===== config.mk =====
export PLATFORM = sky130hd
export DESIGN_NAME = dtc_timers
export DESIGN_NICKNAME = d
export VERILOG_FILES = /design/src/inc/dtc_pkg.sv /design/src/hw/dtc_sync_fall.sv /design/src/hw/dtc_timers.sv
export SDC_FILE = /design/constraint.sdc
export NUM_CORES = 1
export LEC_CHECK = 0
export ABC_AREA = 1
export BUFFER_PORTS_ARGS = -buffer_cell sky130_fd_sc_hd__buf_2
export CAP_MARGIN = 10
export CORE_MARGIN = 3
export CORE_UTILIZATION = 38
export CTS_BUF_LIST = sky130_fd_sc_hd__clkbuf_4
export CTS_CLUSTER_DIAMETER = 100
export DETAILED_ROUTE_END_ITERATION = 12
export PLACE_DENSITY = 0.59
export SYNTH_ARGS = -nofsm -noshare
export SYNTH_HDL_FRONTEND = slang
export SYNTH_HIERARCHICAL = 1
export SYNTH_SLANG_ARGS = --single-unit
export TNS_END_PERCENT = 100

===== constraint.sdc =====
create_clock -name mclk -period 2.4 [get_ports mclk]
set_clock_uncertainty 0.05 [all_clocks]
set_input_delay 0.48 -clock mclk [delete_from_list [all_inputs] [get_ports mclk]]
set_output_delay 0.48 -clock mclk [all_outputs]
set_load 0.02 [all_outputs]

===== src/inc/dtc_pkg.sv =====
// Summary of operation
// RULE1: Timer one gate: run, plus gate input.
// RULE2: Timer one counts clock ticks or pin falls.
// RULE3: Timer zero gate: run, plus gate input.
// RULE4: Timer zero counts clock ticks or pin falls.
// RULE5: Mode bits 5:4 timer one, 1:0 zero.
// RULE6: Timer zero bytes: 16-bit or split 8-bit.
// RULE7: Timer one bytes: 16-bit or 8-bit with reload.
// RULE8: Timer two count as two bytes, reset zero.
// RULE9: Run bits in control register start timers.
// RULE10: Overflow sets flag; vector acknowledge clears it.
// RULE11: Timer two counts clock ticks or pin falls.
// RULE12: Modes: 13-bit, 16-bit, reload, split.
// RULE13: Pins synchronised; fall is high then low.
package dtc_pkg;
  // ----------------------------------------------------------------
  // Register offsets
  // ----------------------------------------------------------------
  localparam logic [7:0] DTC_CTRL_ADDR = 8'h88;
  localparam logic [7:0] DTC_TIMER_MODE_CONTROL_ADDR = 8'h89;
  localparam logic [7:0] DTC_TL0_ADDR = 8'h8A;
  localparam logic [7:0] DTC_TL1_ADDR = 8'h8B;
  localparam logic [7:0] DTC_TH0_ADDR = 8'h8C;
  localparam logic [7:0] DTC_TH1_ADDR = 8'h8D;
  localparam logic [7:0] DTC_T2CTL_ADDR = 8'hC8;
  localparam logic [7:0] DTC_TL2_ADDR = 8'hCC;
  localparam logic [7:0] DTC_TH2_ADDR = 8'hCD;
  // ----------------------------------------------------------------
  // Field positions and resets
  // ----------------------------------------------------------------
  localparam int DTC_TIMER_ONE_GATE_SELECT_BIT = 7;
  localparam int DTC_SRC1_BIT = 6;
  localparam int DTC_MODE1_LSB = 4;
  localparam int DTC_TIMER_ZERO_GATE_SELECT_BIT = 3;
  localparam int DTC_SRC0_BIT = 2;
  localparam int DTC_MODE0_LSB = 0;
  localparam int DTC_TF1_BIT = 7;
  localparam int DTC_TR1_BIT = 6;
  localparam int DTC_TF0_BIT = 5;
  localparam int DTC_TR0_BIT = 4;
  localparam int DTC_TR2_BIT = 2;
  localparam int DTC_SRC2_BIT = 1;
  localparam logic [7:0] DTC_REG_RESET = 8'h00;
  // Prescale: system clock divided to the peripheral tick
  localparam int DTC_PRESCALE = 12;
  typedef enum logic [1:0] {
    DTC_MODE_13 = 2'h0,
    DTC_MODE_16 = 2'h1,
    DTC_MODE_RELOAD = 2'h2,
    DTC_MODE_SPLIT = 2'h3
  } dtc_mode_e;
endpackage


===== src/hw/dtc_sync_fall.sv =====
`timescale 1ns/10ps
module dtc_sync_fall
  import dtc_pkg::*;
(
  // Clock and reset
  input wire logic mclk,
  input wire logic nrst,
  // Pin
  input wire logic pin,
  output logic level,
  output logic fall
);
  logic s1_r;
  logic s2_r;
  logic s3_r;
  always_ff @(posedge mclk or negedge nrst)
  begin
    if (!nrst)
    begin
      s1_r <= 1'b1;
      s2_r <= 1'b1;
      s3_r <= 1'b1;
    end
    else
    begin
      s1_r <= pin;
      s2_r <= s1_r;
      s3_r <= s2_r;
    end
  end
  assign level = s2_r; // see RULE13
  assign fall = s3_r & ~s2_r; // see RULE13
endmodule // dtc_sync_fall


===== src/hw/dtc_timers.sv =====
// The plain strobed port was chosen for this implementation.
`timescale 1ns/10ps
module dtc_timers
  import dtc_pkg::*;
#(
  parameter int PRESCALE = DTC_PRESCALE
)
(
  // Clock and reset
  input wire logic mclk,
  input wire logic nrst,
  // Register port
  input wire logic [7:0] addr,
  input wire logic [7:0] wdata,
  input wire logic wr,
  input wire logic rd,
  output logic [7:0] rdata,
  // Interrupt vector acknowledges
  input wire logic ack_zero,
  input wire logic ack_one,
  // External pins
  input wire logic timer_zero_count_pin,
  input wire logic timer_one_count_pin,
  input wire logic timer_two_count_pin,
  input wire logic ext_gate_input_zero,
  input wire logic ext_gate_input_one,
  // Flags
  output logic timer_zero_overflow_flag,
  output logic timer_one_overflow_flag
);
  import dtc_pkg::*;

  // The prescaler register is eight bits wide
  if (PRESCALE < 1 || PRESCALE > 255)
  begin : g_bad_prescale
    $error("PRESCALE out of range");
  end
  // ----------------------------------------------------------------
  // Registers
  // ----------------------------------------------------------------
  logic [7:0] timer_mode_control_r;
  logic [7:0] tl0_r, th0_r, tl1_r, th1_r, tl2_r, th2_r;
  logic tr0_r, tr1_r, tr2_r, src2_r;
  logic [7:0] pre_r;
  logic [7:0] rdata_r;
  // ----------------------------------------------------------------
  // Pin synchronisers
  // ----------------------------------------------------------------
  logic c0_fall, c1_fall, c2_fall, g0_lvl, g1_lvl;
  dtc_sync_fall u_c0 (.mclk(mclk), .nrst(nrst),
    .pin(timer_zero_count_pin), .level(), .fall(c0_fall));
  dtc_sync_fall u_c1 (.mclk(mclk), .nrst(nrst),
    .pin(timer_one_count_pin), .level(), .fall(c1_fall));
  dtc_sync_fall u_c2 (.mclk(mclk), .nrst(nrst),
    .pin(timer_two_count_pin), .level(), .fall(c2_fall));
  dtc_sync_fall u_g0 (.mclk(mclk), .nrst(nrst),
    .pin(ext_gate_input_zero), .level(g0_lvl), .fall());
  dtc_sync_fall u_g1 (.mclk(mclk), .nrst(nrst),
    .pin(ext_gate_input_one), .level(g1_lvl), .fall());
  // ----------------------------------------------------------------
  // Decode
  // ----------------------------------------------------------------
  wire tick = (pre_r == 8'(PRESCALE - 1));
  wire [1:0] mode0 = timer_mode_control_r[DTC_MODE0_LSB +: 2]; // see RULE5
  wire [1:0] mode1 = timer_mode_control_r[DTC_MODE1_LSB +: 2]; // see RULE5
  wire run0 = tr0_r & (~timer_mode_control_r[DTC_TIMER_ZERO_GATE_SELECT_BIT] | g0_lvl); // see RULE3
  wire run1 = tr1_r & (~timer_mode_control_r[DTC_TIMER_ONE_GATE_SELECT_BIT] | g1_lvl); // see RULE1
  wire ev0 = timer_mode_control_r[DTC_SRC0_BIT] ? c0_fall : tick; // see RULE4
  wire ev1 = timer_mode_control_r[DTC_SRC1_BIT] ? c1_fall : tick; // see RULE2
  wire ev2 = src2_r ? c2_fall : tick; // see RULE11
  wire inc0 = run0 & ev0; // see RULE9
  wire inc1 = run1 & ev1 & (mode1 != DTC_MODE_SPLIT); // see RULE12
  // Split mode: high byte of timer zero borrows timer one's run and tick
  wire inc0h = tr1_r & tick;
  wire inc2 = tr2_r & ev2;
  wire w_tl0 = wr & (addr == DTC_TL0_ADDR);
  wire w_th0 = wr & (addr == DTC_TH0_ADDR);
  wire w_tl1 = wr & (addr == DTC_TL1_ADDR);
  wire w_th1 = wr & (addr == DTC_TH1_ADDR);
  wire w_ctl = wr & (addr == DTC_CTRL_ADDR);
  // ----------------------------------------------------------------
  // Counting
  // ----------------------------------------------------------------
  logic [7:0] tl0_nxt, th0_nxt, tl1_nxt, th1_nxt;
  logic ovf0, ovf1;
  // Timer zero, low-nibble owner of mode field
  always_comb
  begin
    tl0_nxt = tl0_r;
    th0_nxt = th0_r;
    ovf0 = 1'b0;
    if (inc0)
    begin
      unique case (mode0)
        DTC_MODE_13:
        begin
          // 5-bit prescaler in low byte, 8 bits above: see RULE12
          tl0_nxt = {tl0_r[7:5], tl0_r[4:0] + 5'h01};
          if (tl0_r[4:0] == 5'h1F)
          begin
            th0_nxt = th0_r + 8'h01;
            ovf0 = (th0_r == 8'hFF);
          end
        end
        DTC_MODE_16:
        begin
          {th0_nxt, tl0_nxt} = {th0_r, tl0_r} + 16'h0001; // see RULE6
          ovf0 = ({th0_r, tl0_r} == 16'hFFFF);
        end
        DTC_MODE_RELOAD:
        begin
          tl0_nxt = (tl0_r == 8'hFF) ? th0_r : tl0_r + 8'h01;
          ovf0 = (tl0_r == 8'hFF);
        end
        DTC_MODE_SPLIT:
        begin
          tl0_nxt = tl0_r + 8'h01; // see RULE6
          ovf0 = (tl0_r == 8'hFF);
        end
      endcase
    end
    if (mode0 == DTC_MODE_SPLIT && inc0h)
      th0_nxt = th0_r + 8'h01;
  end
  // Timer one; halts entirely in split mode
  always_comb
  begin
    tl1_nxt = tl1_r;
    th1_nxt = th1_r;
    ovf1 = 1'b0;
    if (inc1)
    begin
      unique case (mode1)
        DTC_MODE_13:
        begin
          tl1_nxt = {tl1_r[7:5], tl1_r[4:0] + 5'h01};
          if (tl1_r[4:0] == 5'h1F)
          begin
            th1_nxt = th1_r + 8'h01;
            ovf1 = (th1_r == 8'hFF);
          end
        end
        DTC_MODE_16:
        begin
          {th1_nxt, tl1_nxt} = {th1_r, tl1_r} + 16'h0001; // see RULE7
          ovf1 = ({th1_r, tl1_r} == 16'hFFFF);
        end
        DTC_MODE_RELOAD:
        begin
          tl1_nxt = (tl1_r == 8'hFF) ? th1_r : tl1_r + 8'h01; // see RULE7
          ovf1 = (tl1_r == 8'hFF);
        end
        default:
        begin
          tl1_nxt = tl1_r;
        end
      endcase
    end
  end
  // Split mode hands the timer one flag to timer zero's high byte
  wire ovf0h = (mode0 == DTC_MODE_SPLIT) & inc0h & (th0_r == 8'hFF);
  wire set_tf0 = ovf0;
  wire set_tf1 = ovf1 | ovf0h;
  // ----------------------------------------------------------------
  // State update
  // ----------------------------------------------------------------
  always_ff @(posedge mclk or negedge nrst)
  begin
    if (!nrst)
      pre_r <= 8'h00;
    else if (tick)
      pre_r <= 8'h00;
    else
      pre_r <= pre_r + 8'h01;
  end
  // Software write wins over a count in the same cycle
  always_ff @(posedge mclk or negedge nrst)
  begin
    if (!nrst)
    begin
      tl0_r <= DTC_REG_RESET;
      th0_r <= DTC_REG_RESET;
      tl1_r <= DTC_REG_RESET;
      th1_r <= DTC_REG_RESET;
    end
    else
    begin
      tl0_r <= w_tl0 ? wdata : tl0_nxt;
      th0_r <= w_th0 ? wdata : th0_nxt;
      tl1_r <= w_tl1 ? wdata : tl1_nxt;
      th1_r <= w_th1 ? wdata : th1_nxt;
    end
  end
  always_ff @(posedge mclk or negedge nrst)
  begin
    if (!nrst)
      {th2_r, tl2_r} <= {DTC_REG_RESET, DTC_REG_RESET}; // see RULE8
    else if (wr && addr == DTC_TL2_ADDR)
      tl2_r <= wdata; // see RULE8
    else if (wr && addr == DTC_TH2_ADDR)
      th2_r <= wdata;
    else if (inc2)
      {th2_r, tl2_r} <= {th2_r, tl2_r} + 16'h0001;
  end
  always_ff @(posedge mclk or negedge nrst)
  begin
    if (!nrst)
    begin
      timer_mode_control_r <= DTC_REG_RESET;
      tr0_r <= 1'b0;
      tr1_r <= 1'b0;
      tr2_r <= 1'b0;
      src2_r <= 1'b0;
    end
    else
    begin
      if (wr && addr == DTC_TIMER_MODE_CONTROL_ADDR)
        timer_mode_control_r <= wdata;
      if (w_ctl)
      begin
        tr0_r <= wdata[DTC_TR0_BIT]; // see RULE9
        tr1_r <= wdata[DTC_TR1_BIT]; // see RULE9
      end
      if (wr && addr == DTC_T2CTL_ADDR)
      begin
        tr2_r <= wdata[DTC_TR2_BIT];
        src2_r <= wdata[DTC_SRC2_BIT]; // see RULE11
      end
    end
  end
  // Set wins over acknowledge or software write
  always_ff @(posedge mclk or negedge nrst)
  begin
    if (!nrst)
    begin
      timer_zero_overflow_flag <= 1'b0;
      timer_one_overflow_flag <= 1'b0;
    end
    else
    begin
      if (set_tf0)
        timer_zero_overflow_flag <= 1'b1; // see RULE10
      else if (ack_zero)
        timer_zero_overflow_flag <= 1'b0; // see RULE10
      else if (w_ctl)
        timer_zero_overflow_flag <= wdata[DTC_TF0_BIT];
      if (set_tf1)
        timer_one_overflow_flag <= 1'b1; // see RULE10
      else if (ack_one)
        timer_one_overflow_flag <= 1'b0;
      else if (w_ctl)
        timer_one_overflow_flag <= wdata[DTC_TF1_BIT];
    end
  end
  // ----------------------------------------------------------------
  // Read port
  // ----------------------------------------------------------------
  logic [7:0] rsel;
  always_comb
  begin
    unique case (addr)
      DTC_CTRL_ADDR: rsel = {timer_one_overflow_flag, tr1_r,
                             timer_zero_overflow_flag, tr0_r, 4'h0};
      DTC_TIMER_MODE_CONTROL_ADDR: rsel = timer_mode_control_r;
      DTC_TL0_ADDR: rsel = tl0_r;
      DTC_TL1_ADDR: rsel = tl1_r;
      DTC_TH0_ADDR: rsel = th0_r;
      DTC_TH1_ADDR: rsel = th1_r;
      DTC_T2CTL_ADDR: rsel = {5'h00, tr2_r, src2_r, 1'b0};
      DTC_TL2_ADDR: rsel = tl2_r;
      DTC_TH2_ADDR: rsel = th2_r;
      default: rsel = 8'h00;
    endcase
  end
  always_ff @(posedge mclk or negedge nrst)
  begin
    if (!nrst)
      rdata_r <= 8'h00;
    else if (rd)
      rdata_r <= rsel;
    else
      rdata_r <= 8'h00;
  end
  assign rdata = rdata_r;
endmodule // dtc_timers


Word level (Yosys, flattened, before mapping)
Cells that the tools add are included.

$add $sub $neg: 10. $mul: 0. Div/mod/pow operators: 0. Magnitude comparators: 0. Eq/ne operators: 29. Shift-type cells: 0. Multiplexer cells: 40. Bitwise logic cells: 26. Reduce and logical (&&, ||, !) cells: 27.

Operator list (count): 8-bit two-way mux (20); 8-bit == test (second input constant) (13); 8-bit one-hot mux with 9 select lines (1); 16-bit by 1-bit adder with 16-bit output (second input constant) (3); 8-bit by 1-bit adder with 8-bit output (second input constant) (5); 16-bit == test (second input constant) (2); 8-bit one-hot mux with 2 select lines (2); 8-bit one-hot mux with 4 select lines (1); 8-bit one-hot mux with 3 select lines (1); 1-bit AND (17); 3-bit nonzero test (5); 1-bit two-way mux (13); 5-bit by 1-bit adder with 5-bit output (second input constant) (2); 5-bit == test (second input constant) (2); 2-bit nonzero test (5); 3-bit AND reduction (3); 8-bit by 4-bit == test with 1-bit output (second input constant) (1); 2-bit inequality test (second input constant) (4); 2-bit AND reduction (4); 4-bit nonzero test (2); 2-bit == test (second input constant) (3); 1-bit inverter (6); 1-bit one-hot mux with 3 select lines (2); 1-bit logical AND (5); 6 further kinds (10).

Flip-flop bits (word level): 91. Bits in latches: 0. Memory bits (writable): 0. Memory bits (read-only): 0. Input port bits: 27. Memories: 0.

Logic depth before layout (Yosys ltp)
Depth in word-level cells: 8. Depth in mapped cells: 11.

Cells and area by module
Netlist, hierarchy kept.

Modules (own cells, without submodules): dtc_timers (instances 1, cells an instance 925, area an instance 5919.4 µm², seq. area each 1951.9 µm²); dtc_sync_fall (instances 5, cells an instance 5, area an instance 88.8 µm², seq. area each 78.8 µm²).

Worst setup path before layout
No wires, ideal clock.

Kind: flip-flop to flip-flop. Start: register tl0_r[0]. End: register th0_r[2]. Library setup time: 76 ps. Arrival: 1712 ps. Required time: 2274 ps. Path slack: 561 ps. Cell stages (with the launch flop): 11. Buffers on the path: 0. Period minus slack after synthesis: 1839 ps. Path through: dfrtp_1 ha_1 nand2_1 nor2_4 ha_1 or2_2 nand4_1 nand2_2 inv_2 nand2_1 o21ai_1.

Longest elaborated chain between the ends: 5. Elaborated cells between the ends (all ways): 8.

Ends and longest elaborated chain: start, declared (RTL line dtc_timers.sv:42) `logic [7:0] tl0_r, th0_r, tl1_r, th1_r, tl2_r, th2_r;`; start signal, assigned (RTL line dtc_timers.sv:188) `tl0_r <= w_tl0 ? wdata : tl0_nxt;`; 16-bit by 1-bit adder with 16-bit output (RTL line dtc_timers.sv:107) `{th0_nxt, tl0_nxt} = {th0_r, tl0_r} + 16'h0001;`; 8-bit one-hot mux with 2 select lines (RTL line dtc_timers.sv:94) `unique case (mode0)`; 8-bit two-way mux (RTL line dtc_timers.sv:92) `if (inc0)`; 8-bit two-way mux (RTL line dtc_timers.sv:122) `if (mode0 == DTC_MODE_SPLIT && inc0h)`; 8-bit two-way mux (RTL line dtc_timers.sv:189) `th0_r <= w_th0 ? wdata : th0_nxt;`; end signal, assigned (RTL line dtc_timers.sv:189); end, declared (RTL line dtc_timers.sv:42).

Parallel ways exist; a longest one is shown, timed or not. The select of a mux whose other input is x is not followed. A chain may end at the register's enable or synchronous reset.

Final worst setup path
Start: register timer_mode_control_r[5]. End: register th1_r[0].

Longest elaborated chain between the ends: 4. Elaborated cells between the ends (all ways): 11.

Ends and longest elaborated chain: start, declared (RTL line dtc_timers.sv:41) `logic [7:0] timer_mode_control_r;`; start signal, assigned (RTL line dtc_timers.sv:218) `timer_mode_control_r <= wdata;`; 2-bit by 1-bit == test with 1-bit output, or another cell as far along (RTL line dtc_timers.sv:133) `unique case (mode1)`; 8-bit one-hot mux with 2 select lines or 1-bit AND (tied branches) (RTL line dtc_timers.sv:133, dtc_timers.sv:72); 8-bit two-way mux or 2-bit nonzero test (tied branches); 8-bit two-way mux or 3-bit AND reduction (tied branches); end signal, assigned (RTL line dtc_timers.sv:191) `th1_r <= w_th1 ? wdata : th1_nxt;`; end, declared (RTL line dtc_timers.sv:42).

Parallel ways exist; a longest one is shown, timed or not. The select of a mux whose other input is x is not followed.

==> flow_summary.ini <==
[die]
ios = 37
die-width_um = 135
start_util = 0.392
std_cell_rows = 46
core_area_mm2 = 0.0161
fp.dieArea_mm2 = 0.0181
die_h_um = 135

[cells_and_area]
layout_commonest_cell = nand2_1
fillerInstances = 1717
drive_gt1_frac = 0.123
syn2layout_area_growth_pct = 11.2
fin_nets = 1038
layout_common_cells = nand2_1, nand3_1, inv_1, dfrtp_1, nor2_1

[clock_tree]
htreeDepth = 3
clockRootBuffer = clkbuf_4
tritoncts = built
clock_path_buffers = 2
cts_made_buffers = 9
clk_pin_slew_ns = 0.15
clock_sinks = 91
cts_resized = 0
clk_latency_ns = 0.49

[timing]
finalSetupViolCount = 0
max-slew-margin-rel = 0.581
setup_tns_ns = 0
period_share = 0.892
final_max_slew_viol_count = 0
clock.fmax_mhz = 467
hold_viol_final = 0
min_period_ns = 2.14
rsz0062_at_grt = false
worst_pin_slew_ns = 0.623

[flow_run]
max-cap-violations = 0

[route]
vias_per_cell = 5.11
wl_per_cell_um = 15.9
via_count = 6248
drc = 0
wl_mm = 19.4
ant_nets = 0
drt_iter0_markers = 611
dr.pass1.iters = 5

[worst_setup_path]
worstPathRequired_ns = 2.75
crit_arrival_ns = 2.49
critPathMaxFanout = 8
reg2reg_slack_ns = 0.26
rr_startpoint = timer_mode_control_r[5]
worstSetupPathType = register to register
start_kind = register
crit_path_end_kind = register
cp-startpoint = timer_mode_control_r[5]

[hold_path]
min-delay-path-class = input port to register
holdCritStartpoint = timer_zero_count_pin

[global_route]
grt_pass1_wl_mm = 30.6
antenna_found_initial = 1
grt-ovfl-total = 0
grt_pass1_vias = 5669
grtUsageTotal = 0.218
grt_max_degree = 44

[outcome]
status = finished clean

[synthesis]
syn-instance-count = 944
synth_area_mm2 = 0.00629
syn_avg_cell_area_um2 = 6.66
yosysWarnings = 6
syn-num-nets = 983

[power]
p_total_mw = 3.79
power_density_mw_per_mm2 = 542
max-vdd-ir-drop_uv = 264
power.leakage_nw = 3.53

[place]
dpl.hpwl_mm = 14.8
gp_congestion = 0.904
port_buffers = 36
[routing by layer]
metal | GRT usage | up-vias | wire length, um
met5 | 0 | - | 0
met4 | 0.0611 | 0 | 420
met3 | 0.0421 | 27 | 1130
met2 | 0.337 | 208 | 8770
met1 | 0.312 | 2874 | 9080
li1 | - | 3139 | -
[area by class of cell]
class,count,area [um^2],area share
repair buffers,54,343,0.0490
well taps,216,270,0.0386
clock inverters,7,92.6,0.0132
inverters,127,484,0.0692
clock buffers,9,67.6,0.00966
multi-input cells,716,3440,0.492
diodes,2,5.00,0.000715
flip-flops and latches,91,2290,0.328
[report_power, final]
part	switching, mW	internal [mW]	total (mW)	leakage [nW]
sequential	0.226	1.70	1.93	1.16
clock	0.585	0.418	1.00	0.0796
combinational	0.529	0.329	0.859	2.28
[critical path: stages (launching register included)]
cell	delay [ns]
dfrtp_1	0.49
ha_1	0.21
nor3_1	0.43
nand3_1	0.39
nor2_4	0.31
nand2_1	0.08
o211ai_1	0.10
[state kept, by name, summed over array words and instances, names as in the netlist, 8 cells and up]
| signal | cells |
|---|---|
| pre_r | 8 |
| rdata | 8 |
| th0_r | 8 |
| th1_r | 8 |
| th2_r | 8 |
| timer_mode_control_r | 8 |
| tl0_r | 8 |
| tl1_r | 8 |
| tl2_r | 8 |
[worst paths after layout]
kind	endpoint	cells after the start
setup / recovery	th1_r[0]	6
hold / removal	u_c0/s1_r	1
setup reg to reg	th1_r[0]	6
hold reg to reg	u_c0/level	0
max in group asynchronous	th2_r[0]	3
min in group asynchronous	tl2_r[1]	2
[repair_timing]
| action | in CTS | in global routing |
|---|---|---|
| hold endpoints to repair | 35 | 1 |
| hold buffers | 4 | 1 |
| buffers inserted | 0 | 0 |
[stage by stage]
step           cells  instance area [um^2]  utilization  worst slack, ns  hold slack (ns)
5_1_grt         1222                  7000        0.436            0.151           0.0137
3_5_place_dp    1199                  6780        0.422            0.249            0.297
4_1_cts         1219                  6980        0.435            0.285           0.0128
6_report        1222                  7000        0.436            0.258           0.0623
2_1_floorplan    944                  6290            -            0.561            0.134
3_3_place_gp    1199                  6780        0.422            0.272            0.297
(Power assumes the default switching activity.)
